### config.mk
export PLATFORM = sky130hd
export DESIGN_NAME = rf_synth_divider_control
export DESIGN_NICKNAME = d
export VERILOG_FILES = /design/src/rf_synth_divider_control.v /design/src/rf_counters.v
export VERILOG_INCLUDE_DIRS = /design/src /design/src/src
export SDC_FILE = /design/constraint.sdc
export NUM_CORES = 1
export LEC_CHECK = 0
export BUFFER_PORTS_ARGS = -buffer_cell sky130_fd_sc_hd__buf_2
export CORE_UTILIZATION = 55
export DETAILED_ROUTE_END_ITERATION = 10
export GPL_TIMING_DRIVEN = 0
export PLACE_DENSITY_LB_ADDON = 0.25
export SLEW_MARGIN = 25
export SYNTH_ARGS = -nofsm -noshare
export SYNTH_HDL_FRONTEND = slang
export SYNTH_HIERARCHICAL = 1
export SYNTH_SLANG_ARGS = --single-unit
### constraint.sdc
create_clock -name clk -period 4.7 [get_ports clk]
set_input_delay 0.47 -clock clk [delete_from_list [all_inputs] [get_ports clk]]
set_output_delay 0.47 -clock clk [all_outputs]
set_load 0.05 [all_outputs]
### src/rf_synth_consts.vh
// Constants for the RF synthesizer divider control block
`ifndef RF_SYNTH_CONSTS_VH
`define RF_SYNTH_CONSTS_VH

// Serial word layout
`define WORD_BITS 24
`define ADDR_MSB 2
`define ADDR_LSB 0
`define ADDR_REF_WORD 3'h0
`define ADDR_FB_WORD 3'h1

// Reference control word fields
`define REF_DIV_MSB 17
`define REF_DIV_LSB 3
`define POLARITY_BIT 18
`define GAIN_BIT 19
`define HIGHZ_BIT 20
`define CNT_RESET_BIT 21

// Feedback control word fields
`define SWALLOW_LSB 3
`define BINARY_MSB 21
`define PRESC_SEL_BIT 22
`define POWERDOWN_BIT 23

// Reset values: synthesizer parked in powerdown until programmed
`define REF_WORD_RESET 24'h000000
`define FB_WORD_RESET 24'h800000

// Powerdown sequencer states
`define PD_ACTIVE 2'h0
`define PD_WAIT 2'h1
`define PD_PULSE 2'h2
`define PD_DOWN 2'h3

`endif

### src/rf_synth_divider_control.v
// RF synthesizer control words, serial loader, dividers and powerdown
// Operation
// - Reference divide is bits 17..3 of the first word, straight binary.
// - Bit 18 picks tuning sense; 0 swaps pump-up and pump-down.
// - Bit 19 picks pump current: 0 low 1 mA, 1 high 4 mA.
// - Bit 20 puts the pump output in high impedance at once.
// - High-impedance and powerdown bits together pick sync or async powerdown.
// - Bit 21 holds reference, swallow and binary counters in reset.
// - On release, feedback counters restart aligned with the reference counter.
// - Second word carries swallow, binary, prescaler select and powerdown fields.
// - Narrow variant: swallow count is bits 6..3, values 0 to 15.
// - Wide variant: swallow count is bits 7..3, values 0 to 31.
// - Words shift in MSB first: 21 data bits then 3 address bits.
// - Load strobe rise copies shift register to word chosen by address.
// - Sync powerdown waits for the next pump pulse; both bits: immediate.
`timescale 1ns/1ps
`default_nettype none
`include "rf_synth_consts.vh"

module rf_synth_divider_control #(
	parameter SWALLOW_BITS = 4
) (
	input wire clk,
	input wire resetn,
	input wire ser_clk,
	input wire ser_data,
	input wire load_strobe,
	input wire chip_enable,
	input wire ref_in,
	input wire presc_in,
	output wire pump_up,
	output wire pump_down,
	output wire pump_highz,
	output wire rf_pump_gain,
	output wire rf_prescaler_select,
	output wire modulus_high,
	output wire rf_powered_down
);

	localparam BINARY_BITS = `BINARY_MSB - `SWALLOW_LSB - SWALLOW_BITS + 1;

	reg [5:0] sync1_q;
	reg [5:0] sync2_q;
	reg [5:0] sync3_q;
	reg [`WORD_BITS-1:0] shift_q;
	reg [`WORD_BITS-1:0] ref_word_q;
	reg [`WORD_BITS-1:0] fb_word_q;
	reg up_q;
	reg down_q;
	reg [1:0] pd_state_q;
	reg [1:0] pd_state_d;
	wire ser_clk_rise;
	wire load_rise;
	wire ref_tick;
	wire presc_tick;
	wire ce_s;
	wire ref_event;
	wire fb_event;
	wire pulse_active;
	wire rf_detector_polarity;
	wire rf_pump_highz;
	wire rf_counter_reset;
	wire rf_powerdown;
	wire async_pd;
	wire sync_pd;
	wire hold;

	// Pins cross two flops; the third stage only feeds edge finding
	always @(posedge clk or negedge resetn) begin
		if (!resetn) begin
			sync1_q <= 6'h00;
			sync2_q <= 6'h00;
			sync3_q <= 6'h00;
		end else begin
			sync1_q <= {presc_in, ref_in, chip_enable, load_strobe,
				ser_data, ser_clk};
			sync2_q <= sync1_q;
			sync3_q <= sync2_q;
		end
	end

	// Rising edges of the sampled pins, plus the synced chip enable level
	assign ser_clk_rise = sync2_q[0] & ~sync3_q[0];
	assign load_rise = sync2_q[2] & ~sync3_q[2];
	assign ce_s = sync2_q[3];
	assign ref_tick = sync2_q[4] & ~sync3_q[4];
	assign presc_tick = sync2_q[5] & ~sync3_q[5];

	// Serial shift register, data sampled on the same delay as clock
	always @(posedge clk or negedge resetn) begin
		if (!resetn) begin
			shift_q <= {`WORD_BITS{1'b0}};
		end else if (ser_clk_rise) begin
			shift_q <= {shift_q[`WORD_BITS-2:0], sync2_q[1]};
		end
	end

	// Latch on load rise; unsupported addresses are dropped here
	always @(posedge clk or negedge resetn) begin
		if (!resetn) begin
			ref_word_q <= `REF_WORD_RESET;
			fb_word_q <= `FB_WORD_RESET;
		end else if (load_rise) begin
			case (shift_q[`ADDR_MSB:`ADDR_LSB])
				`ADDR_REF_WORD: begin
					ref_word_q <= shift_q;
				end
				`ADDR_FB_WORD: begin
					fb_word_q <= shift_q;
				end
				default: begin
				end
			endcase
		end
	end

	// Field decode of the two control words
	assign rf_detector_polarity = ref_word_q[`POLARITY_BIT];
	assign rf_pump_gain = ref_word_q[`GAIN_BIT];
	assign rf_pump_highz = ref_word_q[`HIGHZ_BIT];
	assign rf_counter_reset = ref_word_q[`CNT_RESET_BIT];
	assign rf_prescaler_select = fb_word_q[`PRESC_SEL_BIT];
	assign rf_powerdown = fb_word_q[`POWERDOWN_BIT];

	// Powerdown mode from enable pin and the two control bits
	assign async_pd = ~ce_s | (rf_powerdown & rf_pump_highz);
	assign sync_pd = ce_s & rf_powerdown & ~rf_pump_highz;
	assign pulse_active = up_q | down_q;

	// Sync powerdown: wait for a pulse to start, then to finish
	always @* begin
		pd_state_d = pd_state_q;
		case (pd_state_q)
			`PD_ACTIVE: begin
				if (async_pd)
					pd_state_d = `PD_DOWN;
				else if (sync_pd)
					pd_state_d = pulse_active ? `PD_PULSE : `PD_WAIT;
			end
			`PD_WAIT: begin
				if (async_pd)
					pd_state_d = `PD_DOWN;
				else if (!sync_pd)
					pd_state_d = `PD_ACTIVE;
				else if (pulse_active)
					pd_state_d = `PD_PULSE;
			end
			`PD_PULSE: begin
				if (async_pd)
					pd_state_d = `PD_DOWN;
				else if (!sync_pd)
					pd_state_d = `PD_ACTIVE;
				else if (!pulse_active)
					pd_state_d = `PD_DOWN;
			end
			`PD_DOWN: begin
				if (!async_pd && !sync_pd)
					pd_state_d = `PD_ACTIVE;
			end
			default: begin
				pd_state_d = `PD_DOWN;
			end
		endcase
	end

	// Reset parks in powerdown so nothing pumps before programming
	always @(posedge clk or negedge resetn) begin
		if (!resetn) begin
			pd_state_q <= `PD_DOWN;
		end else begin
			pd_state_q <= pd_state_d;
		end
	end

	assign rf_powered_down = (pd_state_q == `PD_DOWN);
	// Powerdown also holds dividers at their load point
	assign hold = rf_counter_reset | rf_powered_down;

	rf_counters #(
		.SW(SWALLOW_BITS),
		.BW(BINARY_BITS)
	) u_counters (
		.clk(clk),
		.resetn(resetn),
		.hold(hold),
		.ref_tick(ref_tick),
		.presc_tick(presc_tick),
		.ref_div(ref_word_q[`REF_DIV_MSB:`REF_DIV_LSB]),
		// Width 4 or 5 by variant
		.swallow(fb_word_q[`SWALLOW_LSB +: SWALLOW_BITS]),
		.binary(fb_word_q[`BINARY_MSB:`SWALLOW_LSB+SWALLOW_BITS]),
		.ref_event(ref_event),
		.fb_event(fb_event),
		.modulus_high(modulus_high)
	);

	// Phase detector: events set, coincidence clears both
	always @(posedge clk or negedge resetn) begin
		if (!resetn) begin
			up_q <= 1'b0;
			down_q <= 1'b0;
		end else if (hold || (up_q && down_q)) begin
			up_q <= 1'b0;
			down_q <= 1'b0;
		end else begin
			up_q <= up_q | ref_event;
			down_q <= down_q | fb_event;
		end
	end

	// Negative tuning sense swaps the pump directions
	assign pump_up = rf_detector_polarity ? up_q : down_q;
	assign pump_down = rf_detector_polarity ? down_q : up_q;
	// Not aligned to detector events; acts as soon as the word loads
	assign pump_highz = rf_pump_highz | rf_powered_down;

endmodule // rf_synth_divider_control

`default_nettype wire

### src/rf_counters.v
// Reference divider and dual-modulus swallow feedback divider
`timescale 1ns/1ps
`default_nettype none

module rf_counters #(
	parameter SW = 4,
	parameter BW = 15
) (
	input wire clk,
	input wire resetn,
	input wire hold,
	input wire ref_tick,
	input wire presc_tick,
	input wire [14:0] ref_div,
	input wire [SW-1:0] swallow,
	input wire [BW-1:0] binary,
	output reg ref_event,
	output reg fb_event,
	output reg modulus_high
);

	reg [14:0] ref_cnt_q;
	reg [BW-1:0] b_cnt_q;
	reg [SW-1:0] a_cnt_q;

	// Reference counter: one event every ref_div reference edges
	always @(posedge clk or negedge resetn) begin
		if (!resetn) begin
			ref_cnt_q <= 15'h0000;
			ref_event <= 1'b0;
		end else begin
			ref_event <= 1'b0;
			if (hold) begin
				ref_cnt_q <= ref_div; // Held at load point
			end else if (ref_tick) begin
				// Values below 3 are illegal; they just divide oddly
				if (ref_cnt_q <= 15'h0001) begin
					ref_cnt_q <= ref_div;
					ref_event <= 1'b1;
				end else begin
					ref_cnt_q <= ref_cnt_q - 15'h0001;
				end
			end
		end
	end

	// Swallow divider: first A prescaler cycles at high modulus
	always @(posedge clk or negedge resetn) begin
		if (!resetn) begin
			b_cnt_q <= {BW{1'b0}};
			a_cnt_q <= {SW{1'b0}};
			modulus_high <= 1'b0;
			fb_event <= 1'b0;
		end else begin
			fb_event <= 1'b0;
			if (hold) begin
				// Both dividers leave the load point together
				b_cnt_q <= binary;
				a_cnt_q <= swallow;
				modulus_high <= (swallow != {SW{1'b0}});
			end else if (presc_tick) begin
				if (b_cnt_q <= {{(BW-1){1'b0}}, 1'b1}) begin
					// Total count is P*B + A
					b_cnt_q <= binary;
					a_cnt_q <= swallow;
					modulus_high <= (swallow != {SW{1'b0}});
					fb_event <= 1'b1;
				end else begin
					b_cnt_q <= b_cnt_q - {{(BW-1){1'b0}}, 1'b1};
					if (a_cnt_q != {SW{1'b0}}) begin
						a_cnt_q <= a_cnt_q - {{(SW-1){1'b0}}, 1'b1};
						modulus_high <= (a_cnt_q != {{(SW-1){1'b0}}, 1'b1});
					end
				end
			end
		end
	end

endmodule // rf_counters

`default_nettype wire

Word-level counts from Yosys, hierarchy flattened
Index checks and enable logic that the tools add are counted.
{ "word_totals": {"register_bits": 129, "input_bits": 8, "out_inout_bits": 7, "elab_cells": 99} }
{ "op_classes": {"addsub": 3, "order_cmp": 2, "eq_ne": 9, "muxes": 35, "bitwise_logic": 19, "reduce_logical": 16} }
{ "op_table": {"columns": ["cell", "n"], "rows": [
  ["$mux W15", 6],
  ["$le A15 B1 Y1 const B", 2],
  ["$sub A15 B1 Y15 const B", 2],
  ["$mux W2", 10],
  ["$mux W4", 4],
  ["$mux W1", 14],
  ["$ne A4 B4 Y1 const B", 2],
  ["$pmux W2 S4", 1],
  ["$reduce_bool A4 Y1", 2],
  ["$and A1 B1 Y1", 7],
  ["$not A1 Y1", 6],
  ["$or A1 B1 Y1", 6],
  ["$reduce_and A2 Y1", 3],
  ["$eq A2 B2 Y1 const B", 2],
  ["$ne A4 B1 Y1 const B", 1],
  ["$reduce_and A4 Y1", 1],
  ["$reduce_bool A2 Y1", 2],
  ["$sub A4 B1 Y4 const B", 1],
  ["$eq A3 B1 Y1 const B", 1],
  ["$logic_not A3 Y1", 1],
  ["$ne A3 B3 Y1 const B", 1],
  ["$reduce_bool A3 Y1", 1],
  ["$eq A2 B1 Y1 const B", 1],
  ["$logic_and A1 B1 Y1", 2],
  ["4 further kinds", 5]
]} }

Longest topological paths before layout
Gate-level depths: netlist of run 1.
{ "depth": {"ltp_word": 6, "ltp_mapped": 8, "mapped_depth_nobuf": 6} }

Modules after synthesis
The synthesis of run 1 kept the hierarchy.
{ "by_module_without_submodules": {"columns": ["module", "instances", "cells_per_inst", "area_per_inst_um2", "seq_area_each_um2"], "rows": [
  ["rf_synth_divider_control", 1, 178, 3075.4, 2105.8],
  ["rf_counters", 1, 300, 2757.6, 925.9]
]} }

Worst setup path before layout of run 1
Ideal clock, no wire load.
{ "synth_path": {"kind": "flip-flop to flip-flop", "start": "register pd_state_q[1]", "end": "register u_counters.a_cnt_q[1]", "setup_time_ns": 0.124, "t_arrival_ns": 2.376, "required_ns": 4.576, "setup_slack_ns": 2.200, "path_stages_with_launch": 8, "n_path_buf": 3, "period_less_slack_ns": 2.500, "path_cell_list": "dfstp_2 > and2_1 > or2_2 > clkbuf_1 > buf_1 > clkbuf_1 > nor3_1 > a211o_1"} }
{ "synth_between": {"elab_chain_cells": 4, "word_cells_on_any_way": 6, "classes_between": "eq/ne: 1; mux: 1; bitwise: 1; reduce/logical: 3"} }
{ "synth_lines": {"columns": ["item", "line", "source"], "rows": [
  ["start, declared", "rf_synth_divider_control.v:50", "reg [1:0] pd_state_q;"],
  ["start signal, assigned", "rf_synth_divider_control.v:169", "pd_state_q <= `PD_DOWN;"],
  ["start signal, assigned", "rf_synth_divider_control.v:171", "pd_state_q <= pd_state_d;"],
  ["$eq A2 B2 Y1 (*)", null, null],
  ["via rf_powered_down", "rf_synth_divider_control.v:37", "output wire rf_powered_down"],
  ["$or A1 B1 Y1 (*)", "rf_synth_divider_control.v:177", "assign hold = rf_counter_reset | rf_powered_down;"],
  ["via hold", "rf_synth_divider_control.v:66", "wire hold;"],
  ["$reduce_bool A3 Y1 (no line) or $reduce_bool A2 Y1 (tied branches)", null, null],
  ["$reduce_and A2 Y1 (no line)", null, null],
  ["end signal, assigned", "rf_counters.v:51", "a_cnt_q <= {SW{1'b0}};"],
  ["end signal, assigned", "rf_counters.v:59", "a_cnt_q <= swallow;"],
  ["end signal, assigned", "rf_counters.v:65", "a_cnt_q <= swallow;"],
  ["end, declared", "rf_counters.v:24", "reg [SW-1:0] a_cnt_q;"]
]} }
The timed path passes the listed nets; every way through them passes the cells marked *.
A chain may end at the register's enable or synchronous reset.

Worst setup path after layout of run 1
{ "layout_path": {"start": "register pd_state_q[1]", "end": "register u_counters.a_cnt_q[1]"} }
{ "layout_between": {"elab_chain_cells": 4, "word_cells_on_any_way": 6, "classes_between": "eq/ne: 1; mux: 1; bitwise: 1; reduce/logical: 3"} }
{ "layout_lines": {"columns": ["item", "line"], "rows": [
  ["$eq A2 B2 Y1 (*)", null],
  ["$or A1 B1 Y1 (*)", "rf_synth_divider_control.v:177"],
  ["via hold", "rf_synth_divider_control.v:66"],
  ["$reduce_bool A3 Y1 (no line) or $reduce_bool A2 Y1 (tied branches)", null],
  ["$reduce_and A2 Y1 (no line)", null]
]} }
Marked as above.

==> flow_summary.toml, run 1 <==
[status]
run_status = "complete, no violations"

[timing]
setup_viol_count_final = 0
worst_pin_slew_ns = 0.8174
layout_setup_ws_ns = 1.867
fin_crit_sh_pct = 60.28
fmax_ghz = 0.3530
slew_headroom_pct = 45.01
hold_violations = 0
skew_ns = 0.01422
drv_slew = 0
finalSetupTns_ns = 0
rsz0062_at_grt = "false"
period_minus_slack_ns = 2.833
worst_hold_slack_ns = 0.04587

[power_and_ir_drop]
p_per_area_nw_per_um2 = 590.6
peakVddDrop_v = 0.0004720
power.total_mw = 3.997
p_leak_nw = 3.037

[grt]
grt_pass1_wl_um = 21510
antenna_found_initial = 0
grt_max_degree = 98
grt_pass1_vias = 4076
grt_overflow = 0
grt_usage_pct = 26.03

[die]
chipHeight_um = 105.0
core_sq_um = 10320
dieArea_sq_um = 11020
core.rowCount = 37
fp.dieW_um = 105.0
start_util_pct = 56.50
ios = 15

[cts]
htree_levels = 4
clk_latency_ns = 0.53
cts_resized = 0
cts_hold_buffers = 1
clk_pin_slew_ns = 0.06
cts.sinks = 121
cts_tree = "built"
cts_setup_buffers = 0
ctsRootBufferMaster = "clkbuf_8"
numCtsBuffers = 17
clockBufferDepth = 2

[detailed_routing]
dr_total_vias = 4067
route.detailed.drc = 0
avgRoutedWirePerCell_um = 19.98
wl_um = 13230
viasPerCell = 6.144
drtAntennaViolNets = 0
drt_iter0_drc = 402
first_pass_iters = 5

[worst_setup_path]
path_cells = "and2_1 > or2_2 > clkbuf_1 > buf_1 > clkbuf_1 > nor3_1 > a211o_1"
cp-start-kind = "flip-flop"
critPathCaptureType = "flip-flop"
required_ns = 5.11
r2r_cells = 7
r2r-end = "u_counters/a_cnt_q[1]"
path_common_cell = "clkbuf_1"
crit_fanout = 10
critical_path.max_stage_delay_ns = 0.54
slowest_stage = "dfstp_2"
critical_path_class = "reg -> reg"
cp_data_arrival_time_ns = 3.24
r2r_start = "pd_state_q[1]"
r2r_setup_slack_ns = 1.87

[synthesis]
avgSynthCellArea_sq_um = 12.20
seq_area_frac_synth_pct = 51.97
synth_top_area_cell = "dfrtp_1"
ys_seq_elements = 121
synth_nets = 493
synthArstFlopShare_pct = 100.0
synth_ff_type = "dfrtp_1"
yosysWarnings = 6
yosysUniqueCellTypes = 78
synth_edf_count = 0
netlist_area_sq_um = 5833
synth_top_cell_area_share_pct = 50.62
synth.area.top_cells = "dfrtp_1 (51%), mux2_2 (12%), mux2_4 (2.6%)"
syn-instance-count = 478

[layout]
fin_util_pct = 65.56
syn_to_final_growth_pct = 16.02
n_antenna_cell = 0
drive_gt1_share_pct = 29.85
layout_commonest_cell = "dfrtp_1"
layout_common_cells = "dfrtp_1 (118), mux2_2 (61), inv_1 (30), buf_2 (20)"
final_nets = 528

[placed_design]
portBuffers = 14
pre_cts_ws_ns = 1.884
gp_congestion = 0.9056
dp_hpwl_um = 8831

[min_path]
holdPathStages = 1
hold_path_startpoint = "ref_in"
min_to = "sync1_q[4]"
hold_path.class = "in -> reg"

[run]
drv_cap = 0
==> cells by family (layout without fill, tap and decap cells) <==
logic type / Yosys count / in the layout / share of synthesized area, %
mux: 74 / 74 / 14.86
flops: 121 / 121 / 51.97
simple gates: 121 / 121 / 12.85
buf+inv: 55 / 103 / 4.826
xor+xnor: 6 / 6 / 0.9009
compound gates: 94 / 94 / 13.09
fa+ha+maj: 7 / 7 / 1.501
==> state kept, by name (all words and copies together) (netlist names) <==
name                     cells
down_q                       1
fb_word_q                   21
pd_state_q                   2
ref_word_q                  19
shift_q                     24
sync1_q                      6
sync2_q                      6
sync3_q                      4
u_counters/a_cnt_q           4
u_counters/b_cnt_q          15
u_counters/fb_event          1
u_counters/modulus_high      1
u_counters/ref_cnt_q        15
u_counters/ref_event         1
up_q                         1
==> worst max-delay path, delay by kind of cell, from the launching register on <==
family	cells	cell delay, ns
buffers and inverters	3	1.48
AND/OR/NAND/NOR	3	0.41
flip-flops	1	0.54
AO/OA/AOI/OAI	1	0.28
==> layout make-up <==
cell class | instances | area (sq um)
Fill cell | 743 | 3556
Sequential cell | 121 | 3032
Multi-Input combinational cell | 302 | 2520
Clock buffer | 18 | 427.9
Clock inverter | 14 | 219.0
Tap cell | 136 | 170.2
Buffer | 25 | 168.9
Timing Repair Buffer | 16 | 117.6
Inverter | 30 | 112.6
==> through the flow <==
stage / std cells / area (sq um)
2_1_floorplan: 478 / 5833
3_3_place_gp: 628 / 6073
3_5_place_dp: 629 / 6111
4_1_cts: 662 / 6768
5_1_grt: 662 / 6768
6_report: 662 / 6768
==> metal layers <==
| metal | vias to the layer above | wire, um | global-route usage (%) |
|---|---|---|---|
| met3 | 18 | 902 | 7.611 |
| li1 | 1858 | - | - |
| met1 | 2037 | 6015 | 35.11 |
| met4 | 0 | 184 | 11.97 |
| met5 | - | 0 | 0 |
| met2 | 154 | 6123 | 38.88 |
==> cells in the mapped netlist (4+ instances only) <==
master / count
nor4_1: 6
o41ai_1: 5
mux2_2: 61
and2_1: 6
a21oi_1: 11
nand4_1: 4
mux2_4: 10
buf_6: 4
a311oi_1: 9
dfrtp_1: 118
a211oi_1: 7
xnor2_1: 5
o21ai_0: 5
a221o_1: 9
nor2b_1: 8
inv_1: 30
nor3_1: 19
o211ai_1: 4
and3_1: 7
nand2b_1: 4
buf_2: 7
nand2_1: 19
nor2_1: 19
clkbuf_1: 10
ha_1: 7
==> worst max path at each step <==
stage                  start                     to  slack [ns]  cells after the start
6_report       pd_state_q[1]  u_counters/a_cnt_q[1]        1.87                      7
3_3_place_gp          resetn             shift_q[1]        1.65                      1
5_1_grt        pd_state_q[1]  u_counters/a_cnt_q[1]        1.69                      7
4_1_cts        pd_state_q[1]  u_counters/a_cnt_q[1]        1.84                      7
2_1_floorplan  pd_state_q[1]  u_counters/a_cnt_q[1]        2.20                      7
3_5_place_dp   pd_state_q[1]  u_counters/a_cnt_q[1]        1.88                      7
==> power by group <==
group          total [mW]  switching, mW  leakage [nW]  internal, mW
Sequential           1.58          0.281          1.55          1.30
Combinational        1.00          0.527          1.17         0.474
Clock                1.42          0.486         0.312         0.932
Total                4.00           1.29          3.04          2.70
(Power assumes the default switching activity.)
==> inputs of run 2 (changes only) <==
- ABC_AREA: unset -> 1
- clock period: 4.7 -> 2.8 ns (I/O delays scaled with it)
==> run 2 against run 1 <==
Utilization about the same. Power up 78%. Maximum frequency up 29%. Sequential share of layout area down 0.38 points. Critical path type unchanged. Setup slack worse by 1.3 ns. Synthesized area up 1.8%. Highest routed layer unchanged. Synthesized cell count up 56%. Non-clock buffer count up 4.
==> flow_summary.toml, run 2 <==
[layout]
top_register = "shift_q"
n_antenna_cell = 0
seqCellArea_sq_um = 3032
drive_gt1_share_pct = 12.73
fin_util_pct = 65.53
fin_cells = 937
layout_common_cells = "nand2_1 (264), dfrtp_1 (118), inv_1 (93), nor2_1 (56), o21ai_0 (47)"
multi_input_comb_area_sq_um = 2392
n_fill_cell = 875
syn_to_final_growth_pct = 14.94
layout_commonest_cell = "nand2_1"
final_nets = 803
largest_reg_flops = 24
reg_top3 = "shift_q: 24 flops, fb_word_q: 21 flops, ref_word_q: 19 flops"

[grt]
grt_pass1_vias = 4788
grt_max_degree = 63
grt_pass1_wl_um = 22870
grt_overflow = 0
antenna_found_initial = 0
grt_usage_pct = 26.63

[die]
chipHeight_um = 105.9
fp.dieW_um = 105.9
core_sq_um = 10420
core.rowCount = 37
start_util_pct = 57.01
dieArea_sq_um = 11220
ios = 15

[placed_design]
portBuffers = 14
dp_cells = 898
dp_hpwl_um = 9343
gp_congestion = 0.8668

[synthesis]
synth_ff_type = "dfrtp_1"
yosysWarnings = 6
synth_top_cell_area_share_pct = 49.73
netlist_area_sq_um = 5938
synthArstFlopShare_pct = 100.0
synth.most_common_cell = "nand2_1"
ys_seq_elements = 121
synth_nets = 762
syn-instance-count = 747
synth_edf_count = 0
synth.area.top_cells = "dfrtp_1 (50%), nand2_1 (17%), inv_1 (5.9%)"
synth_top_area_cell = "dfrtp_1"
avgSynthCellArea_sq_um = 7.949
yosys-top-cells-count = "nand2_1 (264), dfrtp_1 (118), inv_1 (93)"
seq_area_frac_synth_pct = 51.05
yosysUniqueCellTypes = 34

[worst_setup_path]
r2r_setup_slack_ns = 0.60
crit_fanout = 10
critPathCaptureType = "flip-flop"
critical_path_class = "reg -> reg"
critical_path.max_stage_delay_ns = 0.53
cp_data_arrival_time_ns = 2.60
cp_top_family = "simple AND/OR/NAND/NOR gates"
crit_buf_inv = 3
slowest_stage = "nor2_1"
required_ns = 3.20
path_cells = "nand2_1 > inv_1 > or2_1 > nor2_1 > inv_1 > buf_2 > nand3_1 > nand2_1"
cp-start-kind = "flip-flop"

[cts]
ctsRootBufferMaster = "clkbuf_8"
cts_tree = "built"
numCtsBuffers = 17
clk_latency_ns = 0.51
htree_levels = 4
cts_resized = 0
clk_pin_slew_ns = 0.06
cts.sinks = 121
clockBufferDepth = 2

[timing]
setup_viol_count_final = 0
skew_ns = 0.009767
worst_pin_slew_ns = 0.6199
period_minus_slack_ns = 2.203
slew_headroom_pct = 58.52
hold_violations = 0
fmax_ghz = 0.4540
fin_crit_sh_pct = 78.67
drv_slew = 0
worst_hold_slack_ns = 0.2805
finalSetupTns_ns = 0
rsz0062_at_grt = "false"

[detailed_routing]
avgRoutedWirePerCell_um = 14.17
drt_iter0_drc = 347
dr_total_vias = 4925
route.detailed.drc = 0
viasPerCell = 5.256
first_pass_iters = 5
drtAntennaViolNets = 0
wl_um = 13280

[power_and_ir_drop]
p_per_area_nw_per_um2 = 1045
p_leak_nw = 3.395
power.total_mw = 7.129
peakVddDrop_v = 0.0006460

[run]
drv_cap = 0

[min_path]
hold_path.class = "in -> async"

[status]
run_status = "complete, no violations"
-- run 2: changes by cell type after synthesis, sizes merged, moves of 6 or more --
cell    previous run  this run
inv               30        94
a311oi             9         0
o21ai              5        78
nor2b              8         0
xor2               1         7
a221o              9         0
mux2              71         0
nor3              19         2
a211oi             7         0
nor4               8         1
nand3              3        45
nand2             20       269
nor2              20        66
-- run 2: per-stage QoR --
step / cell area, sq um / worst slack [ns]
finish: 6825 / 0.5973
floorplan: 5938 / 0.9120
global placement: 6178 / -0.05039
detailed placement: 6216 / 0.6691
CTS: 6825 / 0.6575
global route: 6825 / 0.4648
-- run 2: layout make-up --
class / count / share of cell area [%]
Sequential cell: 121 / 44.42
Multi-Input combinational cell: 509 / 35.05
Clock buffer: 19 / 6.471
Inverter: 94 / 5.170
Timing Repair Buffer: 22 / 2.603
Tap cell: 136 / 2.493
Buffer: 23 / 2.365
Clock inverter: 13 / 1.430
-- run 2: cells by family after synthesis --
logic type	count (synthesis)	share of synthesized area, %
flip-flops	121	51.05
adder cells (fa/ha/maj)	7	1.475
buffers and inverters	117	8.660
AND/OR/NAND/NOR	399	28.38
AO/OA/AOI/OAI	87	8.070
XOR/XNOR	16	2.360
-- run 2: what timing repair did --
item	in CTS	in global routing
endpoints found under the hold margin	64	0
endpoints found under the setup margin	0	0
setup buffers	0	0
hold buffers	7	0
-- run 2: per-layer routing --
layer  vias up  wire length (um)  global-route usage, %
met5         -                 0                      0
met1      2382              6115                  36.31
met2       126              6363                  41.18
li1       2403                 -                      -
met3        14               604                  7.296
met4         0               195                  9.425
-- run 2: report_power, final --
group | leakage [nW] | internal (mW) | total (mW) | switching [mW]
Clock | 0.257 | 1.14 | 1.95 | 0.809
Combinational | 1.57 | 0.924 | 2.60 | 1.68
Sequential | 1.57 | 2.19 | 2.58 | 0.393
-- run 2: path summary, 6_finish.rpt --
check                               from                      end  cells after the start
min reg2reg                   sync1_q[1]               sync2_q[1]                      0
min                               resetn  u_counters/ref_cnt_q[8]                      2
max in group asynchronous         resetn   u_counters/b_cnt_q[12]                      3
min in group clk              sync1_q[1]               sync2_q[1]                      0
max reg2reg                pd_state_q[1]   u_counters/b_cnt_q[14]                      8
max                        pd_state_q[1]   u_counters/b_cnt_q[14]                      8
-- run 2: worst register-to-register path, delay by kind of cell, from the launching register on --
kind                   cells  cell delay, ns
buffers and inverters      3            0.61
flip-flops                 1            0.38
AND/OR/NAND/NOR            5            1.10
==> inputs of run 3 (changes only) <==
- clock period: 2.8 -> 1.8 ns (I/O delays scaled with it)
==> run 3 against run 2 <==
Critical path depth grew 1. Critical endpoint is now u_counters/b_cnt_q[11]. Register-to-register slack lost 0.54 ns. Worst hold slack lost 0.14 ns. Routed wire length grew 1.1%. Non-clock buffer count grew 9. Clock skew shrank 0.0031 ns. Sequential share of layout area shrank 1.0 points. Via count grew 1.5%. Sequential cell count is the same. Final cell count grew 0.75%. Critical path type unchanged. Setup slack lost 0.54 ns.
==> flow_summary.toml, run 3 (synthesis gave the netlist of run 2 again) <==
[grt]
use_met1_pct = 36.15
use_met3_pct = 5.212
grt_pass1_wl_um = 22420
grt_use_met2_pct = 40.71
grt_max_degree = 74
antenna_found_initial = 0
grt_overflow = 0
grt_pass1_vias = 4739
top_usage_layer = "met2"
grt_usage_pct = 25.96

[layout]
seqCellArea_sq_um = 3032
layout_commonest_cell = "nand2_1"
top_register = "shift_q"
syn_to_final_growth_pct = 17.72
multi_input_comb_area_sq_um = 2455
fin_cells = 944
drive_gt1_share_pct = 15.22
layout_common_cells = "nand2_1 (262), dfrtp_1 (118), inv_1 (87), nor2_1 (52), o21ai_0 (47)"
final_nets = 812
largest_reg_flops = 24
stdcell_area_sq_um = 6990
fin_util_pct = 67.11
n_antenna_cell = 0
reg_top3 = "shift_q: 24 flops, fb_word_q: 21 flops, ref_word_q: 19 flops"
n_fill_cell = 811

[detailed_routing]
avgRoutedWirePerCell_um = 14.22
wl_um = 13420
first_pass_iters = 8
viasPerCell = 5.297
drt_iter0_drc = 379
route.detailed.drc = 0
dr_total_vias = 5000
drtAntennaViolNets = 0

[placed_design]
dp_cells = 898
gp_congestion = 0.9179
portBuffers = 14
dpl_cell_area_sq_um = 6245
dp_hpwl_um = 9470

[die]
core.rowCount = 37
dieArea_sq_um = 11220
start_util_pct = 57.01
fp.dieW_um = 105.9
core_sq_um = 10420
ios = 15
chipHeight_um = 105.9

[cts]
htree_levels = 4
clockBufferDepth = 2
numCtsBuffers = 17
clk_pin_slew_ns = 0.06
cts.sinks = 121
cts_tree = "built"
clk_latency_ns = 0.52
ctsRootBufferMaster = "clkbuf_8"

[run]
drv_cap = 0

[timing]
slew_headroom_pct = 66.37
fmax_ghz = 0.5731
setup_viol_count_final = 0
fin_crit_sh_pct = 96.93
skew_ns = 0.006620
drv_slew = 0
hold_violations = 0
period_minus_slack_ns = 1.745
worst_pin_slew_ns = 0.5045

[power_and_ir_drop]
internal_power_mw = 6.995
p_switching_mw = 4.553
switching_share_pct = 39.42
p_leak_nw = 3.456
p_comb_share_pct = 38.3
pwr-share-clk_pct = 26.9
seqPwrFrac_pct = 34.9
peakVddDrop_v = 0.001016
p_per_area_nw_per_um2 = 1652

[worst_setup_path]
slowest_stage = "dfstp_2"
critical_path.max_stage_delay_ns = 0.39
cp_data_arrival_time_ns = 2.21
crit_buf_inv = 3
crit_fanout = 10
required_ns = 2.26
path_common_cell = "nand2_1"
critPathCaptureType = "flip-flop"
cp_top_family = "simple AND/OR/NAND/NOR gates"
critical_path_class = "reg -> reg"
path_cells = "nand2_2 > clkinvlp_4 > or2_4 > inv_8 > nand3_4 > buf_4 > o21ai_0 > nand2_1 > nand2_1"
cp-start-kind = "flip-flop"

[min_path]
hold_path.class = "in -> async"

[status]
run_status = "complete, no violations"
## run 3: worst reg2reg max path, stage by stage (launching register included)
cell,delay (ns)
dfstp_2,0.39
nand2_2,0.09
clkinvlp_4,0.11
or2_4,0.32
inv_8,0.12
nand3_4,0.10
buf_4,0.19
o21ai_0,0.22
nand2_1,0.08
nand2_1,0.07
## run 3: what timing repair did
item / in CTS / in global routing
cloned: 0 / 1
hold buffers: 7 / 0
buffers inserted: 1 / 7
setup endpoints to repair: 23 / 29
hold endpoints to repair: 127 / 0
pin swaps: 1 / 3
resized for setup: 4 / 21
## run 3: layout make-up
type / instances / share of cell area, %
inverters: 94 / 5.244
plain buffers: 23 / 2.560
multi-input cells: 509 / 35.12
clock buffers: 23 / 6.819
well taps: 136 / 2.434
flip-flops and latches: 121 / 43.37
repair buffers: 31 / 3.472
clock inverters: 7 / 0.9844
## run 3: power by group through the flow
| stage | Clock (mW) | Combinational, mW | Sequential (mW) |
|---|---|---|---|
| after floorplan | 0 | 3.15 | 3.93 |
| after global placement | 0 | 3.90 | 4.01 |
| after detailed placement | 0 | 4.07 | 4.04 |
| after CTS | 3.15 | 4.15 | 4.00 |
| after global routing | 3.28 | 4.95 | 4.10 |
| final | 3.10 | 4.42 | 4.03 |
## run 3: final timing paths
check / startpoint / to / slack, ns / depth (start not counted)
setup / recovery: pd_state_q[0] / u_counters/b_cnt_q[11] / 0.06 / 9
hold / removal: resetn / u_counters/ref_cnt_q[8] / 0.14 / 2
setup reg to reg: pd_state_q[0] / u_counters/b_cnt_q[11] / 0.06 / 9
hold reg to reg: sync1_q[2] / sync2_q[2] / 0.35 / 0
max in group asynchronous: resetn / ref_word_q[9] / 0.99 / 3
min in group clk: ser_data / sync1_q[1] / 0.30 / 2
## run 3: through the flow
step                      power, mW  hold WS (ns)  setup TNS (ns)  setup WS, ns
after CTS                     11.30        0.1517               0       0.02314
after floorplan               7.076       -0.1156               0      0.003788
final                         11.55        0.1416               0       0.05520
after global routing          12.33        0.1712       -0.004676     -0.002482
after detailed placement      8.102        0.1025         -0.1427      -0.02152
after global placement        7.905        0.2885         -108.63       -0.9247
## run 3: metal layers
| layer | share of wire (%) | wire [um] |
|---|---|---|
| met4 | 1.4 | 193 |
| met3 | 4.6 | 618 |
| met1 | 46 | 6154 |
| met2 | 48 | 6455 |
| met5 | 0 | 0 |
